<file path="src/rtl/adc_mode_pkg.sv">
package adc_mode_pkg;
  localparam int WORD_W = 16;
  localparam int FIFO_DEPTH = 16;
  localparam int CLK_PERIOD_NS = 50;

  // Minimum internal serial clock periods per divider code
  localparam int SCLK_MIN_PERIOD_NS_0 = 25;
  localparam int SCLK_MIN_PERIOD_NS_1 = 50;
  localparam int SCLK_MIN_PERIOD_NS_2 = 100;
  localparam int SCLK_MIN_PERIOD_NS_3 = 200;
  // Half periods in clock cycles, rounded up
  localparam logic [2:0] SCLK_HALF_0 = 3'((SCLK_MIN_PERIOD_NS_0 + 2 * CLK_PERIOD_NS - 1) / (2 * CLK_PERIOD_NS));
  localparam logic [2:0] SCLK_HALF_1 = 3'((SCLK_MIN_PERIOD_NS_1 + 2 * CLK_PERIOD_NS - 1) / (2 * CLK_PERIOD_NS));
  localparam logic [2:0] SCLK_HALF_2 = 3'((SCLK_MIN_PERIOD_NS_2 + 2 * CLK_PERIOD_NS - 1) / (2 * CLK_PERIOD_NS));
  localparam logic [2:0] SCLK_HALF_3 = 3'((SCLK_MIN_PERIOD_NS_3 + 2 * CLK_PERIOD_NS - 1) / (2 * CLK_PERIOD_NS));

  // Longest spacing between conversions in fast mode
  localparam int FAST_MAX_GAP_NS = 1000000;
  localparam int FAST_MAX_GAP_CYC = FAST_MAX_GAP_NS / CLK_PERIOD_NS;

  // Pin positions on the shared data bus
  localparam int PIN_CLK_SRC = 4;
  localparam int PIN_READ_MODE = 7;
  localparam int PIN_DIV_LO = 2;
  localparam int PIN_DIV_HI = 3;
  localparam int MSB = WORD_W - 1;
  localparam int BYTE_W = 8;

  localparam logic [15:0] WORD_RESET = 16'h0000;
  localparam logic [15:0] OE_ALL = 16'hffff;
  localparam logic [15:0] OE_SER_DIV_OUT = 16'h0000;
  localparam logic [3:0] LAST_BIT = 4'hf;
  localparam logic [3:0] BIT_ZERO = 4'h0;

  typedef enum logic [2:0] {
    MODE_NORMAL = 3'b001,
    MODE_FAST = 3'b010,
    MODE_LOW_POWER = 3'b100
  } speed_mode_t;

  typedef enum logic [1:0] {
    SER_IDLE = 2'b01,
    SER_SHIFT = 2'b10
  } ser_state_t;

  function automatic logic [2:0] half_cycles(input logic [1:0] code);
    case (code)
      2'h0: half_cycles = SCLK_HALF_0;
      2'h1: half_cycles = SCLK_HALF_1;
      2'h2: half_cycles = SCLK_HALF_2;
      default: half_cycles = SCLK_HALF_3;
    endcase
  endfunction

  function automatic logic [15:0] apply_coding(input logic [15:0] w, input logic straight);
    apply_coding = w;
    apply_coding[MSB] = straight ? w[MSB] : ~w[MSB];
  endfunction
endpackage

</file>
<file path="src/rtl/result_fifo_if.sv">
`timescale 1ns/1ps
interface result_fifo_if #(parameter int WIDTH = 16);
  logic wr_valid;
  logic wr_ready;
  logic [WIDTH-1:0] wr_data;
  logic rd_valid;
  logic rd_ready;
  logic [WIDTH-1:0] rd_data;
  modport fifo (input wr_valid, wr_data, rd_ready, output wr_ready, rd_valid, rd_data);
  modport user (output wr_valid, wr_data, rd_ready, input wr_ready, rd_valid, rd_data);
endinterface

</file>
<file path="src/rtl/adc_output_mode_select.sv">
// Functional notes
// - Byte-order select low puts the low byte on lines 7..0 and the high byte on 15..8, high swaps them.
// - Coding select high gives straight binary, low inverts the MSB for twos complement.
// - Fast select high with low-power select low gives the fastest conversion mode.
// - With fast select low, accuracy holds however slowly conversions come.
// - Low-power select high with fast select low gives the reduced-power mode.
// - Port select low uses the parallel port, high uses serial mode and reuses data pins.
// - Data lines 0 and 1 carry result bits 0 and 1 in parallel mode and float in serial mode.
// - In parallel mode data lines 2 and 3 carry result bits 2 and 3.
// - In serial master read-after-convert mode, lines 2 and 3 are a divider input for the serial clock.
// - In all other serial modes the divider pins are held undriven.
// - Divider codes 00, 01, 10, 11 give minimum serial clock periods of 25, 50, 100, 200 ns.
// - Clock-source select low makes the serial clock internal and driven out.
// - In master mode with read-mode select low, a result is shifted only after its conversion completes.
`timescale 1ns/1ps
module adc_output_mode_select
  import adc_mode_pkg::*;
#(
  parameter int FAST_MAX_GAP_CYCLES = FAST_MAX_GAP_CYC
) (
  input wire logic sys_clk_i,
  input wire logic resetn_i,
  input wire logic [15:0] result_data_i,
  input wire logic result_valid_i,
  output logic result_ready_o,
  input wire logic fast_mode_select_i,
  input wire logic low_power_select_i,
  input wire logic output_byte_order_select_i,
  input wire logic binary_coding_select_i,
  input wire logic serial_parallel_select_i,
  input wire logic [15:0] data_i,
  output logic [15:0] data_o,
  output logic [15:0] data_oe_o,
  output logic serial_clk_o,
  output logic serial_clk_oe_o,
  output logic serial_result_out_o,
  output logic [2:0] speed_mode_o,
  output logic accuracy_risk_o
);
  typedef struct packed {
    ser_state_t state;
    speed_mode_t mode;
    logic [15:0] par_data;
    logic [15:0] shift;
    logic [3:0] bit_cnt;
    logic [2:0] div_cnt;
    logic [2:0] half;
    logic [1:0] serial_clock_divider;
    logic sclk;
    logic ser_bit;
    logic [15:0] gap_cnt;
    logic acc_risk;
  } core_t;

  core_t st_reg;
  core_t st_next;
  logic clock_source_select;
  logic read_mode_or_chain_input;
  logic master_rac;
  logic par_pop;
  logic conv_event;
  logic [15:0] coded;

  result_fifo_if #(.WIDTH(WORD_W)) fifo_bus ();

  result_fifo #(.WIDTH(WORD_W), .DEPTH(FIFO_DEPTH)) u_fifo (
    .sys_clk_i(sys_clk_i),
    .resetn_i(resetn_i),
    .port_if(fifo_bus.fifo)
  );

  // Serial strap inputs shared with data pins
  assign clock_source_select = data_i[PIN_CLK_SRC];
  assign read_mode_or_chain_input = data_i[PIN_READ_MODE];
  assign master_rac = serial_parallel_select_i && !clock_source_select && !read_mode_or_chain_input;

  assign fifo_bus.wr_valid = result_valid_i;
  assign fifo_bus.wr_data = result_data_i;
  assign result_ready_o = fifo_bus.wr_ready;
  assign conv_event = result_valid_i && fifo_bus.wr_ready;
  assign fifo_bus.rd_ready = serial_parallel_select_i ? (master_rac && st_reg.state == SER_IDLE) : 1'b1;
  assign par_pop = !serial_parallel_select_i && fifo_bus.rd_valid;
  assign coded = apply_coding(fifo_bus.rd_data, binary_coding_select_i);

  always_comb begin
    st_next = st_reg;
    if (fast_mode_select_i && !low_power_select_i) begin
      st_next.mode = MODE_FAST;
    end else if (low_power_select_i && !fast_mode_select_i) begin
      st_next.mode = MODE_LOW_POWER;
    end else begin
      st_next.mode = MODE_NORMAL;
    end
    if (par_pop) begin
      st_next.par_data = output_byte_order_select_i ? {coded[BYTE_W-1:0], coded[MSB:BYTE_W]} : coded;
    end
    // gap counted in every mode, risk flagged only in fast mode
    if (conv_event) begin
      st_next.gap_cnt = WORD_RESET;
      st_next.acc_risk = 1'b0;
    end else begin
      if (st_reg.gap_cnt != OE_ALL) begin
        st_next.gap_cnt = 16'(st_reg.gap_cnt + 1'b1);
      end
      if (st_reg.mode == MODE_FAST && st_reg.gap_cnt >= 16'(FAST_MAX_GAP_CYCLES - 1)) begin
        st_next.acc_risk = 1'b1;
      end
    end
    if (st_reg.mode != MODE_FAST) begin
      st_next.acc_risk = 1'b0;
    end
    case (st_reg.state)
      SER_IDLE: begin
        st_next.sclk = 1'b0;
        if (master_rac && fifo_bus.rd_valid) begin
          st_next.state = SER_SHIFT;
          st_next.shift = {coded[MSB-1:0], 1'b0};
          st_next.ser_bit = coded[MSB];
          st_next.bit_cnt = LAST_BIT;
          st_next.div_cnt = '0;
          st_next.serial_clock_divider = data_i[PIN_DIV_HI:PIN_DIV_LO];
          st_next.half = half_cycles(data_i[PIN_DIV_HI:PIN_DIV_LO]);
        end
      end
      SER_SHIFT: begin
        if (!master_rac) begin
          st_next.state = SER_IDLE;
          st_next.sclk = 1'b0;
        end else if (st_reg.div_cnt == 3'(st_reg.half - 1'b1)) begin
          st_next.div_cnt = '0;
          st_next.sclk = ~st_reg.sclk;
          if (st_reg.sclk) begin
            if (st_reg.bit_cnt == BIT_ZERO) begin
              st_next.state = SER_IDLE;
            end else begin
              st_next.ser_bit = st_reg.shift[MSB];
              st_next.shift = {st_reg.shift[MSB-1:0], 1'b0};
              st_next.bit_cnt = 4'(st_reg.bit_cnt - 1'b1);
            end
          end
        end else begin
          st_next.div_cnt = 3'(st_reg.div_cnt + 1'b1);
        end
      end
      default: begin
        st_next.state = SER_IDLE;
      end
    endcase
  end

  always_ff @(posedge sys_clk_i or negedge resetn_i) begin
    if (!resetn_i) begin
      st_reg <= '0;
      st_reg.state <= SER_IDLE;
      st_reg.mode <= MODE_NORMAL;
      st_reg.half <= SCLK_HALF_0;
    end else begin
      st_reg <= st_next;
    end
  end

  assign data_o = st_reg.par_data;
  assign data_oe_o = serial_parallel_select_i ? OE_SER_DIV_OUT : OE_ALL;
  assign serial_clk_o = st_reg.sclk;
  assign serial_clk_oe_o = serial_parallel_select_i && !clock_source_select;
  assign serial_result_out_o = st_reg.ser_bit;
  assign speed_mode_o = st_reg.mode;
  assign accuracy_risk_o = st_reg.acc_risk;
endmodule

</file>
<file path="src/rtl/result_fifo.sv">
`timescale 1ns/1ps
module result_fifo #(
  parameter int WIDTH = 16,
  parameter int DEPTH = 16
) (
  input wire logic sys_clk_i,
  input wire logic resetn_i,
  result_fifo_if.fifo port_if
);
  localparam int AW = $clog2(DEPTH);

  typedef struct packed {
    logic [DEPTH-1:0][WIDTH-1:0] mem;
    logic [AW-1:0] wr_ptr;
    logic [AW-1:0] rd_ptr;
    logic [AW:0] count;
  } fifo_state_t;

  fifo_state_t st_reg;
  fifo_state_t st_next;
  logic do_wr;
  logic do_rd;

  assign port_if.wr_ready = st_reg.count != (AW+1)'(DEPTH);
  assign port_if.rd_valid = st_reg.count != '0;
  assign port_if.rd_data = st_reg.mem[st_reg.rd_ptr];
  assign do_wr = port_if.wr_valid && port_if.wr_ready;
  assign do_rd = port_if.rd_valid && port_if.rd_ready;

  always_comb begin
    st_next = st_reg;
    if (do_wr) begin
      st_next.mem[st_reg.wr_ptr] = port_if.wr_data;
      st_next.wr_ptr = AW'(st_reg.wr_ptr + 1'b1);
    end
    if (do_rd) begin
      st_next.rd_ptr = AW'(st_reg.rd_ptr + 1'b1);
    end
    if (do_wr && !do_rd) begin
      st_next.count = (AW+1)'(st_reg.count + 1'b1);
    end else if (do_rd && !do_wr) begin
      st_next.count = (AW+1)'(st_reg.count - 1'b1);
    end
  end

  always_ff @(posedge sys_clk_i or negedge resetn_i) begin
    if (!resetn_i) begin
      st_reg <= '0;
    end else begin
      st_reg <= st_next;
    end
  end
endmodule

</file>
<file path="config.mk">
export PLATFORM = sky130hd
export DESIGN_NAME = adc_output_mode_select
export DESIGN_NICKNAME = d
export VERILOG_FILES = /design/src/rtl/adc_mode_pkg.sv /design/src/rtl/result_fifo_if.sv /design/src/rtl/adc_output_mode_select.sv /design/src/rtl/result_fifo.sv
export SDC_FILE = /design/constraint.sdc
export NUM_CORES = 1
export LEC_CHECK = 0
export BUFFER_PORTS_ARGS = -buffer_cell sky130_fd_sc_hd__buf_2
export CORE_UTILIZATION = 35
export DETAILED_ROUTE_END_ITERATION = 8
export SYNTH_ARGS = -nofsm -noshare
export SYNTH_HDL_FRONTEND = slang
export SYNTH_SLANG_ARGS = --single-unit
</file>
<file path="constraint.sdc">
create_clock -name sys_clk_i -period 3.8 [get_ports sys_clk_i]
set_clock_uncertainty 0.2 [all_clocks]
set_input_delay 0.76 -clock sys_clk_i [delete_from_list [all_inputs] [get_ports sys_clk_i]]
set_output_delay 0.76 -clock sys_clk_i [all_outputs]
set_load 0.05 [all_outputs]
</file>
Yosys cells after proc, flatten, opt, wreduce, memory -nomap -nowiden
Index checks and enable logic that the tools add are counted.
{ "word_totals": {"wordCells": 133, "out_inout_bits": 40, "inputBits": 40, "ff_bits": 337} }
{ "classes": {"n_eq_ne": 17, "magnitude_cmp": 4, "n_reduce_logical": 33, "n_mux": 38, "addsub": 8, "bitwise_logic": 2} }
{ "op_table": {"columns": ["cell", "n"], "rows": [
  ["$bwmux W256", 1],
  ["$mux W16", 5],
  ["$bmux W16 S4", 1],
  ["$demux W16 S4", 1],
  ["$mux W20", 3],
  ["$pmux W23 S2", 1],
  ["$mux W28", 1],
  ["$mux W23", 1],
  ["$mux W17", 1],
  ["$add A16 B1 Y16 const B", 1],
  ["$ge A16 B15 Y1 const B", 1],
  ["$ne A16 B16 Y1 const B", 1],
  ["$mux W2", 7],
  ["$logic_and A1 B1 Y1", 13],
  ["$lt A4 B5 Y1 const B", 2],
  ["$mux W5", 2],
  ["$mux W1", 9],
  ["$mux W3", 3],
  ["$ne A3 B3 Y1 const B", 3],
  ["$add A4 B1 Y4 const B", 2],
  ["$ne A2 B2 Y1 const B", 4],
  ["$pmux W2 S2", 2],
  ["$logic_not A1 Y1", 7],
  ["$reduce_and A6 Y1", 1],
  ["23 further kinds", 29]
]} }

Longest topological paths before layout
Gate-level depths: netlist of the first run.
{ "logic_depth": {"word_depth": 9, "ltp_mapped": 14, "depth_no_buf": 12} }

By module
A second synthesis of the first run with hierarchy kept.
{ "unflattened": {"cells_unflattened": 1197, "hier_area_um2": 16437.0} }
{ "by_module_without_submodules": {"columns": ["module", "cells_each", "area_each_um2", "seq_area_each_um2", "n_inst"], "rows": [
  ["result_fifo", 848, 12799.8, 6731.5, 1],
  ["adc_output_mode_select", 349, 3637.2, 1605.3, 1]
]} }

Least setup slack after synthesis of the first run
Ideal clock, no wire load.
{ "synth_path": {"path_kind": "register -> register", "startpoint": "register u_fifo.st_reg[1] (netlist name)", "endpoint": "register u_fifo.st_reg[4] (netlist name)", "arrival_time_ps": 3385, "period_less_slack_ps": 3665, "setup_time_ps": 80, "required_time_ps": 3520, "path_buffers": 3, "path_slack_ps": 135, "stages_incl_launch_ff": 15, "path_cell_list": "dfrtp_1 -> nor4_2 -> nand2_1 -> and2_1 -> clkbuf_1 -> buf_2 -> clkbuf_1 -> ha_1 -> inv_1 -> ha_1 -> nor2b_1 -> o21a_1 -> or3_1 -> a21oi_1 -> xnor2_1"} }
{ "synth_via": {"elab_chain_cells": 5, "elab_cells_between_ends": 13, "classes_between": "add/sub (2); eq/ne (1); mux (2); reduce/logical (8)"} }
{ "synth_lines": {"columns": ["element", "line_no", "rtl"], "rows": [
  ["start, declared", "result_fifo.sv:19", "fifo_state_t st_reg;"],
  ["start signal, assigned", "result_fifo.sv:50", "st_reg <= st_next;"],
  ["$ne A5 B5 Y1 (*)", "result_fifo.sv:24", "assign port_if.wr_ready = st_reg.count != (AW+1)'(DEPTH);"],
  ["named net result_ready_o", "adc_output_mode_select.sv:25", "output logic result_ready_o,"],
  ["$logic_and A1 B1 Y1 (*)", null, null],
  ["named net conv_event", "adc_output_mode_select.sv:61", "logic conv_event;"],
  ["$logic_not A1 Y1", "result_fifo.sv:41", "end else if (do_rd && !do_wr) begin"],
  ["$logic_and A1 B1 Y1", "result_fifo.sv:41", null],
  ["$reduce_bool A2 Y1 (no source line)", null, null]
]} }
The timed path passes the listed nets; every way through them passes the cells marked *. The select of a mux whose other input is x is not followed.
A chain may end at the register's enable or synchronous reset.

Worst setup path in the final report of the first run
{ "layout_path": {"startpoint": "register u_fifo.st_reg[1] (netlist name)", "endpoint": "register u_fifo.st_reg[4] (netlist name)"} }
{ "layout_via": {"elab_chain_cells": 5, "elab_cells_between_ends": 13, "classes_between": "add/sub (2); eq/ne (1); mux (2); reduce/logical (8)"} }
{ "layout_lines": {"columns": ["element"], "rows": [
  ["parallel branches: the longest is 5 deep, another holds $sub A5 B1 Y5"]
]} }
Several ways; the timed one is not identified. The select of a mux whose other input is x is not followed.

==> flow_metrics.env, run 1 <==
export IMPL_seq_power_share=0.376
export IMPL_peakVddDrop_v=0.000553
export IMPL_cp_num_buf_inv=1
export IMPL_setup_tns_ns=0
export IMPL_p_int_uw=10500
export IMPL_grt_max_degree=96
export IMPL_ys_top_cells_by_area="dfrtp_1 51%, mux2_2 21%, mux4_2 9.1%, mux2i_1 2.8%, buf_4 2.5%"
export IMPL_antenna_found_initial=4
export IMPL_initial_core_util=0.355
export IMPL_cts_made_buffers=38
export IMPL_cap_violations=0
export IMPL_grt_pass1_wl_um=60000
export IMPL_yosys_warnings=0
export IMPL_synth_top_area_cell="dfrtp_1"
export IMPL_crit_type="reg -> reg"
export IMPL_cts_tree="yes"
export IMPL_power_density_nw_per_um2=879
export IMPL_largest_reg_flops=269
export IMPL_worst_endpoint_arrival_ns=3.62
export IMPL_nets=1223
export IMPL_ys_flop_type="dfrtp_1"
export IMPL_die_x_um=217
export IMPL_root_buffer="clkbuf_16"
export IMPL_tightest_slew_ns=0.920
export IMPL_antennaDiodeCount=0
export IMPL_htreeDepth=2
export IMPL_grt_pass1_vias=9766
export IMPL_rows=78
export IMPL_cp_end_kind="flip-flop"
export IMPL_first_iter_violations=517
export IMPL_die_h_um=217
export IMPL_cts_sinks=333
export IMPL_synth_nets=1195
export IMPL_drive_above_1_share=0.460
export IMPL_cp_slowest_cell="nor4_2"
export IMPL_cp_top_family="simple AND/OR/NAND/NOR gates"
export IMPL_syn_area_per_cell_um2=14.2
export IMPL_hold_path_class="in -> async"
export IMPL_routed_via_density=5.23
export IMPL_io_buffer_count=67
export IMPL_syn_to_final_growth_pct=12.4
export IMPL_syn_instance_count=1139
export IMPL_preCtsSetupSlack_ns=0.0838
export IMPL_leakage_uw=0.00809
export IMPL_multi_input_area_um2=7060
export IMPL_power_switching_uw=5420
export IMPL_vias=9380
export IMPL_seq_area_frac_synth=0.517
export IMPL_fmax_mhz=298
export IMPL_ant_nets=0
export IMPL_worstPathMaxFanout=18
export IMPL_ys_types=56
export IMPL_post_cts_buffers=0
export IMPL_status="completed"
export IMPL_rsz0062_at_grt="false"
export IMPL_start_kind="flip-flop"
export IMPL_clk_pin_slew_worst_paths_ns=0.06
export IMPL_core_um2=45400
export IMPL_fin_ws_ns=0.440
export IMPL_clk_latency_ns=0.55
export IMPL_synth_edf_count=0
export IMPL_dr_pass1_iters=4
export IMPL_synth_area_um2=16100
export IMPL_ys_ff_latch=333
export IMPL_die_area_um2=47000
export IMPL_final_max_slew_viol_count=0
export IMPL_worstPathCellList="nor4_2, nand2_1, and2_2, ha_1, inv_1, ha_1, nor2b_1, o21a_1, or3_1, a21oi_1, xnor2_1"
export IMPL_wl_um=37800
export IMPL_nFillCells=4225
export IMPL_clockBufferDepth=3
export IMPL_p_sw_frac=0.340
export IMPL_r2r_setup_slack_ns=0.44
export IMPL_synth_top_area_share=0.512
export IMPL_pwr_share_comb=0.402
export IMPL_grt_overflow=0
export IMPL_crit_top_cell="ha_1"
export IMPL_worstPathRequired_ns=4.06
export IMPL_globalplace_congestion=0.793
export IMPL_relSlewSlack=0.371
export IMPL_yosys_top_cells_count="330 x dfrtp_1, 298 x mux2_2, 65 x mux4_2"
export IMPL_grt_usage=0.168
export IMPL_io_pins=80
export IMPL_hpwl_um=24100
export IMPL_hold_buffers=0
export IMPL_setup_viol=0
export IMPL_period_share=0.884
export IMPL_wl_per_cell_um=21.1
export IMPL_cts_resized_gates=0
export IMPL_drcViolationCount=0
export IMPL_synth_most_common_cell="dfrtp_1"
export IMPL_pwr_share_clk=0.222
export IMPL_regArea_um2=8340
export IMPL_fin_crit_ns=3.36
export IMPL_slowest_delay_ns=0.46
export IMPL_hold_viol_final=0
export IMPL_hold_ws_ns=0.0135
export IMPL_async_flop_share=1.00
==> logic make-up after synthesis <==
kind of cell | count (synthesis) | synth area share
mux | 408 | 0.327
flops | 333 | 0.517
buf+inv | 134 | 0.0458
simple gates | 121 | 0.0427
compound gates | 101 | 0.0404
xor+xnor | 26 | 0.0146
fa+ha+maj | 16 | 0.0129
==> worst reg2reg max path, cell delays in order (launching register included) <==
cell     delay [ns]
dfrtp_1        0.43
nor4_2         0.46
nand2_1        0.15
and2_2         0.39
ha_1           0.33
inv_1          0.11
ha_1           0.26
nor2b_1        0.14
o21a_1         0.18
or3_1          0.31
a21oi_1        0.19
xnor2_1        0.14
==> power by group through the flow <==
stage	Clock (uW)	Sequential, uW	Combinational, uW
final	3530	6000	6410
after global routing	3780	6210	6910
after CTS	3650	6000	6470
after detailed placement	0	6050	6440
after global placement	0	5970	6310
after floorplan	0	5650	5130
==> final timing paths <==
| check | startpoint | endpoint | depth (start not counted) |
|---|---|---|---|
| worst max-delay path | u_fifo.st_reg[1]$_DFFE_PN0P_ | u_fifo.st_reg[4]$_DFFE_PN0P_ | 11 |
| worst min-delay path | resetn_i | speed_mode_o[1]$_DFF_PN0_ | 1 |
| worst max register to register | u_fifo.st_reg[1]$_DFFE_PN0P_ | u_fifo.st_reg[4]$_DFFE_PN0P_ | 11 |
| worst min register to register | data_o[4]$_DFFE_PN0P_ | data_o[4]$_DFFE_PN0P_ | 1 |
| max in group asynchronous | resetn_i | u_fifo.st_reg[53]$_DFFE_PN0P_ | 2 |
| min in group sys_clk_i | low_power_select_i | speed_mode_o[0]$_DFF_PN1_ | 2 |
==> placed cells by master, fill, tap and decap left out, types with 14 or more instances in the layout <==
master,instances
xnor2_1,14
mux2i_1,45
a21o_1,14
nor2_1,21
buf_4,26
buf_2,66
o21ai_0,28
mux4_2,65
nand2_1,35
inv_1,21
mux2_2,298
dfrtp_1,327
o22ai_1,14
clkbuf_16,38
ha_1,15
==> metrics by stage <==
stage | utilization | cell area, um^2 | total power, uW | instances
global route | 0.400 | 18100 | 16900 | 1794
global placement | 0.373 | 16900 | 12300 | 1727
finish | 0.400 | 18100 | 15900 | 1794
detailed placement | 0.373 | 16900 | 12500 | 1727
floorplan | - | 16100 | 10800 | 1139
CTS | 0.400 | 18100 | 16100 | 1794
==> metal layers <==
metal  GRT usage  routed length (um)
met3      0.0371                2050
met2       0.264               17600
met1       0.233               17400
met5           0                  32
met4      0.0451                 727
==> layout make-up <==
type | count | share of cell area
Clock buffer | 55 | 0.0604
Clock inverter | 12 | 0.00587
Inverter | 21 | 0.00435
Multi-Input combinational cell | 672 | 0.389
Sequential cell | 333 | 0.460
Tap cell | 600 | 0.0414
Timing Repair Buffer | 101 | 0.0386
No activity file was read; power rests on OpenSTA's default activity.
==> run 2: changes to the inputs <==
--- a/config.mk
+++ b/config.mk
@@ -5,9 +5,9 @@
 export SDC_FILE = /design/constraint.sdc
 export NUM_CORES = 1
 export LEC_CHECK = 0
-export BUFFER_PORTS_ARGS = -buffer_cell sky130_fd_sc_hd__buf_2
 export CORE_UTILIZATION = 35
 export DETAILED_ROUTE_END_ITERATION = 8
+export DONT_BUFFER_PORTS = 1
 export SYNTH_ARGS = -nofsm -noshare
 export SYNTH_HDL_FRONTEND = slang
 export SYNTH_SLANG_ARGS = --single-unit
==> run 2 against run 1 <==
The run now ends with negative hold slack left; critical path depth increased by 1; routed wire length decreased by 5.9%; sequential share of layout area increased by 0.74 points; count of clock-buffer cells in the layout unchanged; total power increased by 0.87%; cell area decreased by 1.6%; first-iteration DRC count increased by 15%; largest cell class unchanged; combinational power decreased by 8.6%; global-route usage decreased by 1.2 points; via count decreased by 3.7%; final cell count decreased by 4.2%; hold slack got worse by 0.25 ns.
==> flow_metrics.env, run 2 (synthesis gave the netlist of run 1 again) <==
export IMPL_fin_crit_ns=3.20
export IMPL_clockBufferDepth=3
export IMPL_worstPathCellList="or4_1, o21ai_1, nand2_1, inv_1, ha_1, inv_1, ha_1, nor2b_1, o21a_1, or3_1, a21oi_1, xnor2_1"
export IMPL_nFillCells=4218
export IMPL_rows=78
export IMPL_worst_endpoint_arrival_ns=3.44
export IMPL_grt_pass1_vias=9578
export IMPL_worstPathMaxFanout=5
export IMPL_power_density_nw_per_um2=901
export IMPL_period_share=0.841
export IMPL_placed_area_um2=16500
export IMPL_cp_end_kind="flip-flop"
export IMPL_antennaDiodeCount=0
export IMPL_cp_slowest_cell="or4_1"
export IMPL_syn_to_final_growth_pct=10.6
export IMPL_grt_pass1_wl_um=56500
export IMPL_globalplace_congestion=0.749
export IMPL_worstPathRequired_ns=4.04
export IMPL_htreeDepth=2
export IMPL_drcViolationCount=0
export IMPL_setup_tns_ns=0
export IMPL_final_util=0.393
export IMPL_nets=1144
export IMPL_multi_input_area_um2=7060
export IMPL_clk_latency_ns=0.53
export IMPL_grt_overflow=0
export IMPL_routed_via_density=5.26
export IMPL_root_buffer="clkbuf_16"
export IMPL_hold_path_class="in -> async"
export IMPL_final_max_slew_viol_count=0
export IMPL_fmax_mhz=313
export IMPL_post_cts_buffers=0
export IMPL_vias=9029
export IMPL_initial_core_util=0.355
export IMPL_cts_sinks=333
export IMPL_grt_max_degree=334
export IMPL_wl_per_cell_um=20.7
export IMPL_violations="negative hold slack"
export IMPL_relSlewSlack=0.359
export IMPL_layout_common_cells="327 x dfrtp_1, 298 x mux2_2, 65 x mux4_2"
export IMPL_final_common_cell="dfrtp_1"
export IMPL_ant_nets=0
export IMPL_wl_um=35600
export IMPL_status="complete, but fails checks"
export IMPL_cap_violations=0
export IMPL_core_um2=45400
export IMPL_leakage_uw=0.00782
export IMPL_cts_made_buffers=39
export IMPL_postLayoutCellArea_um2=17800
export IMPL_crit_type="reg -> reg"
export IMPL_setup_viol=0
export IMPL_hold_ws_ns=-0.235
export IMPL_start_kind="flip-flop"
export IMPL_io_pins=80
export IMPL_slowest_delay_ns=0.55
export IMPL_regArea_um2=8340
export IMPL_hpwl_um=22100
export IMPL_drive_above_1_share=0.427
export IMPL_rsz0062_at_grt="false"
export IMPL_die_area_um2=47000
export IMPL_tightest_slew_ns=0.937
export IMPL_antenna_found_initial=0
export IMPL_peakVddDrop_v=0.000428
export IMPL_die_x_um=217
export IMPL_clk_pin_slew_worst_paths_ns=0.06
export IMPL_cts_tree="yes"
export IMPL_first_iter_violations=594
export IMPL_grt_usage=0.155
export IMPL_largest_reg_flops=269
export IMPL_r2r_setup_slack_ns=0.60
export IMPL_io_buffer_count=0
export IMPL_dr_pass1_iters=4
export IMPL_die_h_um=217
export IMPL_hold_viol_final=331
export IMPL_cts_resized_gates=0
-- run 2: cell count changes in the layout (fill, tap and decap cells not counted), moves of 2 or more --
cell	previous run	this run
buf_2	66	0
buf_4	26	14
bufinv_16	1	5
clkbuf_1	9	6
clkbuf_8	8	10
clkinv_2	7	5
clkinv_4	0	2
-- run 2: cell type report --
class / instances / share of cell area
clock buffer: 55 / 0.0637
clock inverter: 16 / 0.0127
inverter: 21 / 0.00484
multi-input combinational: 672 / 0.395
sequential: 333 / 0.468
tap: 600 / 0.0421
timing repair buffer: 21 / 0.0137
-- run 2: critical path, delay by kind of cell (launching register included) --
family	cells	cell delay, ns
adder cells (fa/ha/maj)	2	0.53
AND/OR/NAND/NOR	4	1.09
AO/OA/AOI/OAI	3	0.56
XOR/XNOR	1	0.13
buffers and inverters	2	0.17
flip-flops	1	0.44
-- run 2: final timing paths --
kind / from / to / cells after the start
min in group sys_clk_i: low_power_select_i / speed_mode_o[0]$_DFF_PN1_ / 1
worst min register to register: u_fifo.st_reg[145]$_DFFE_PN0P_ / u_fifo.st_reg[145]$_DFFE_PN0P_ / 1
worst max-delay path: u_fifo.st_reg[0]$_DFFE_PN0P_ / u_fifo.st_reg[4]$_DFFE_PN0P_ / 12
worst min-delay path: resetn_i / speed_mode_o[1]$_DFF_PN0_ / 0
max in group asynchronous: resetn_i / u_fifo.st_reg[184]$_DFFE_PN0P_ / 0
worst max register to register: u_fifo.st_reg[0]$_DFFE_PN0P_ / u_fifo.st_reg[4]$_DFFE_PN0P_ / 12
-- run 2: per-layer routing --
layer / share of wire / GRT usage
met5: 0 / 0
met4: 0.017 / 0.0350
met3: 0.048 / 0.0340
met2: 0.46 / 0.247
met1: 0.48 / 0.216
-- run 2: power by group --
part | switching [uW] | internal [uW]
logic | 2580 | 3280
registers | 1200 | 5080
clock network | 1500 | 2430
total | 5280 | 10800
-- run 2: metrics by stage --
step           total power (uW)  setup WS, ns  std cells
4_1_cts                   16200         0.618       1718
3_3_place_gp              12100         0.207       1647
3_5_place_dp              12300         0.222       1647
6_report                  16100         0.605       1718
5_1_grt                   17000         0.447       1718
2_1_floorplan             10800         0.135       1139
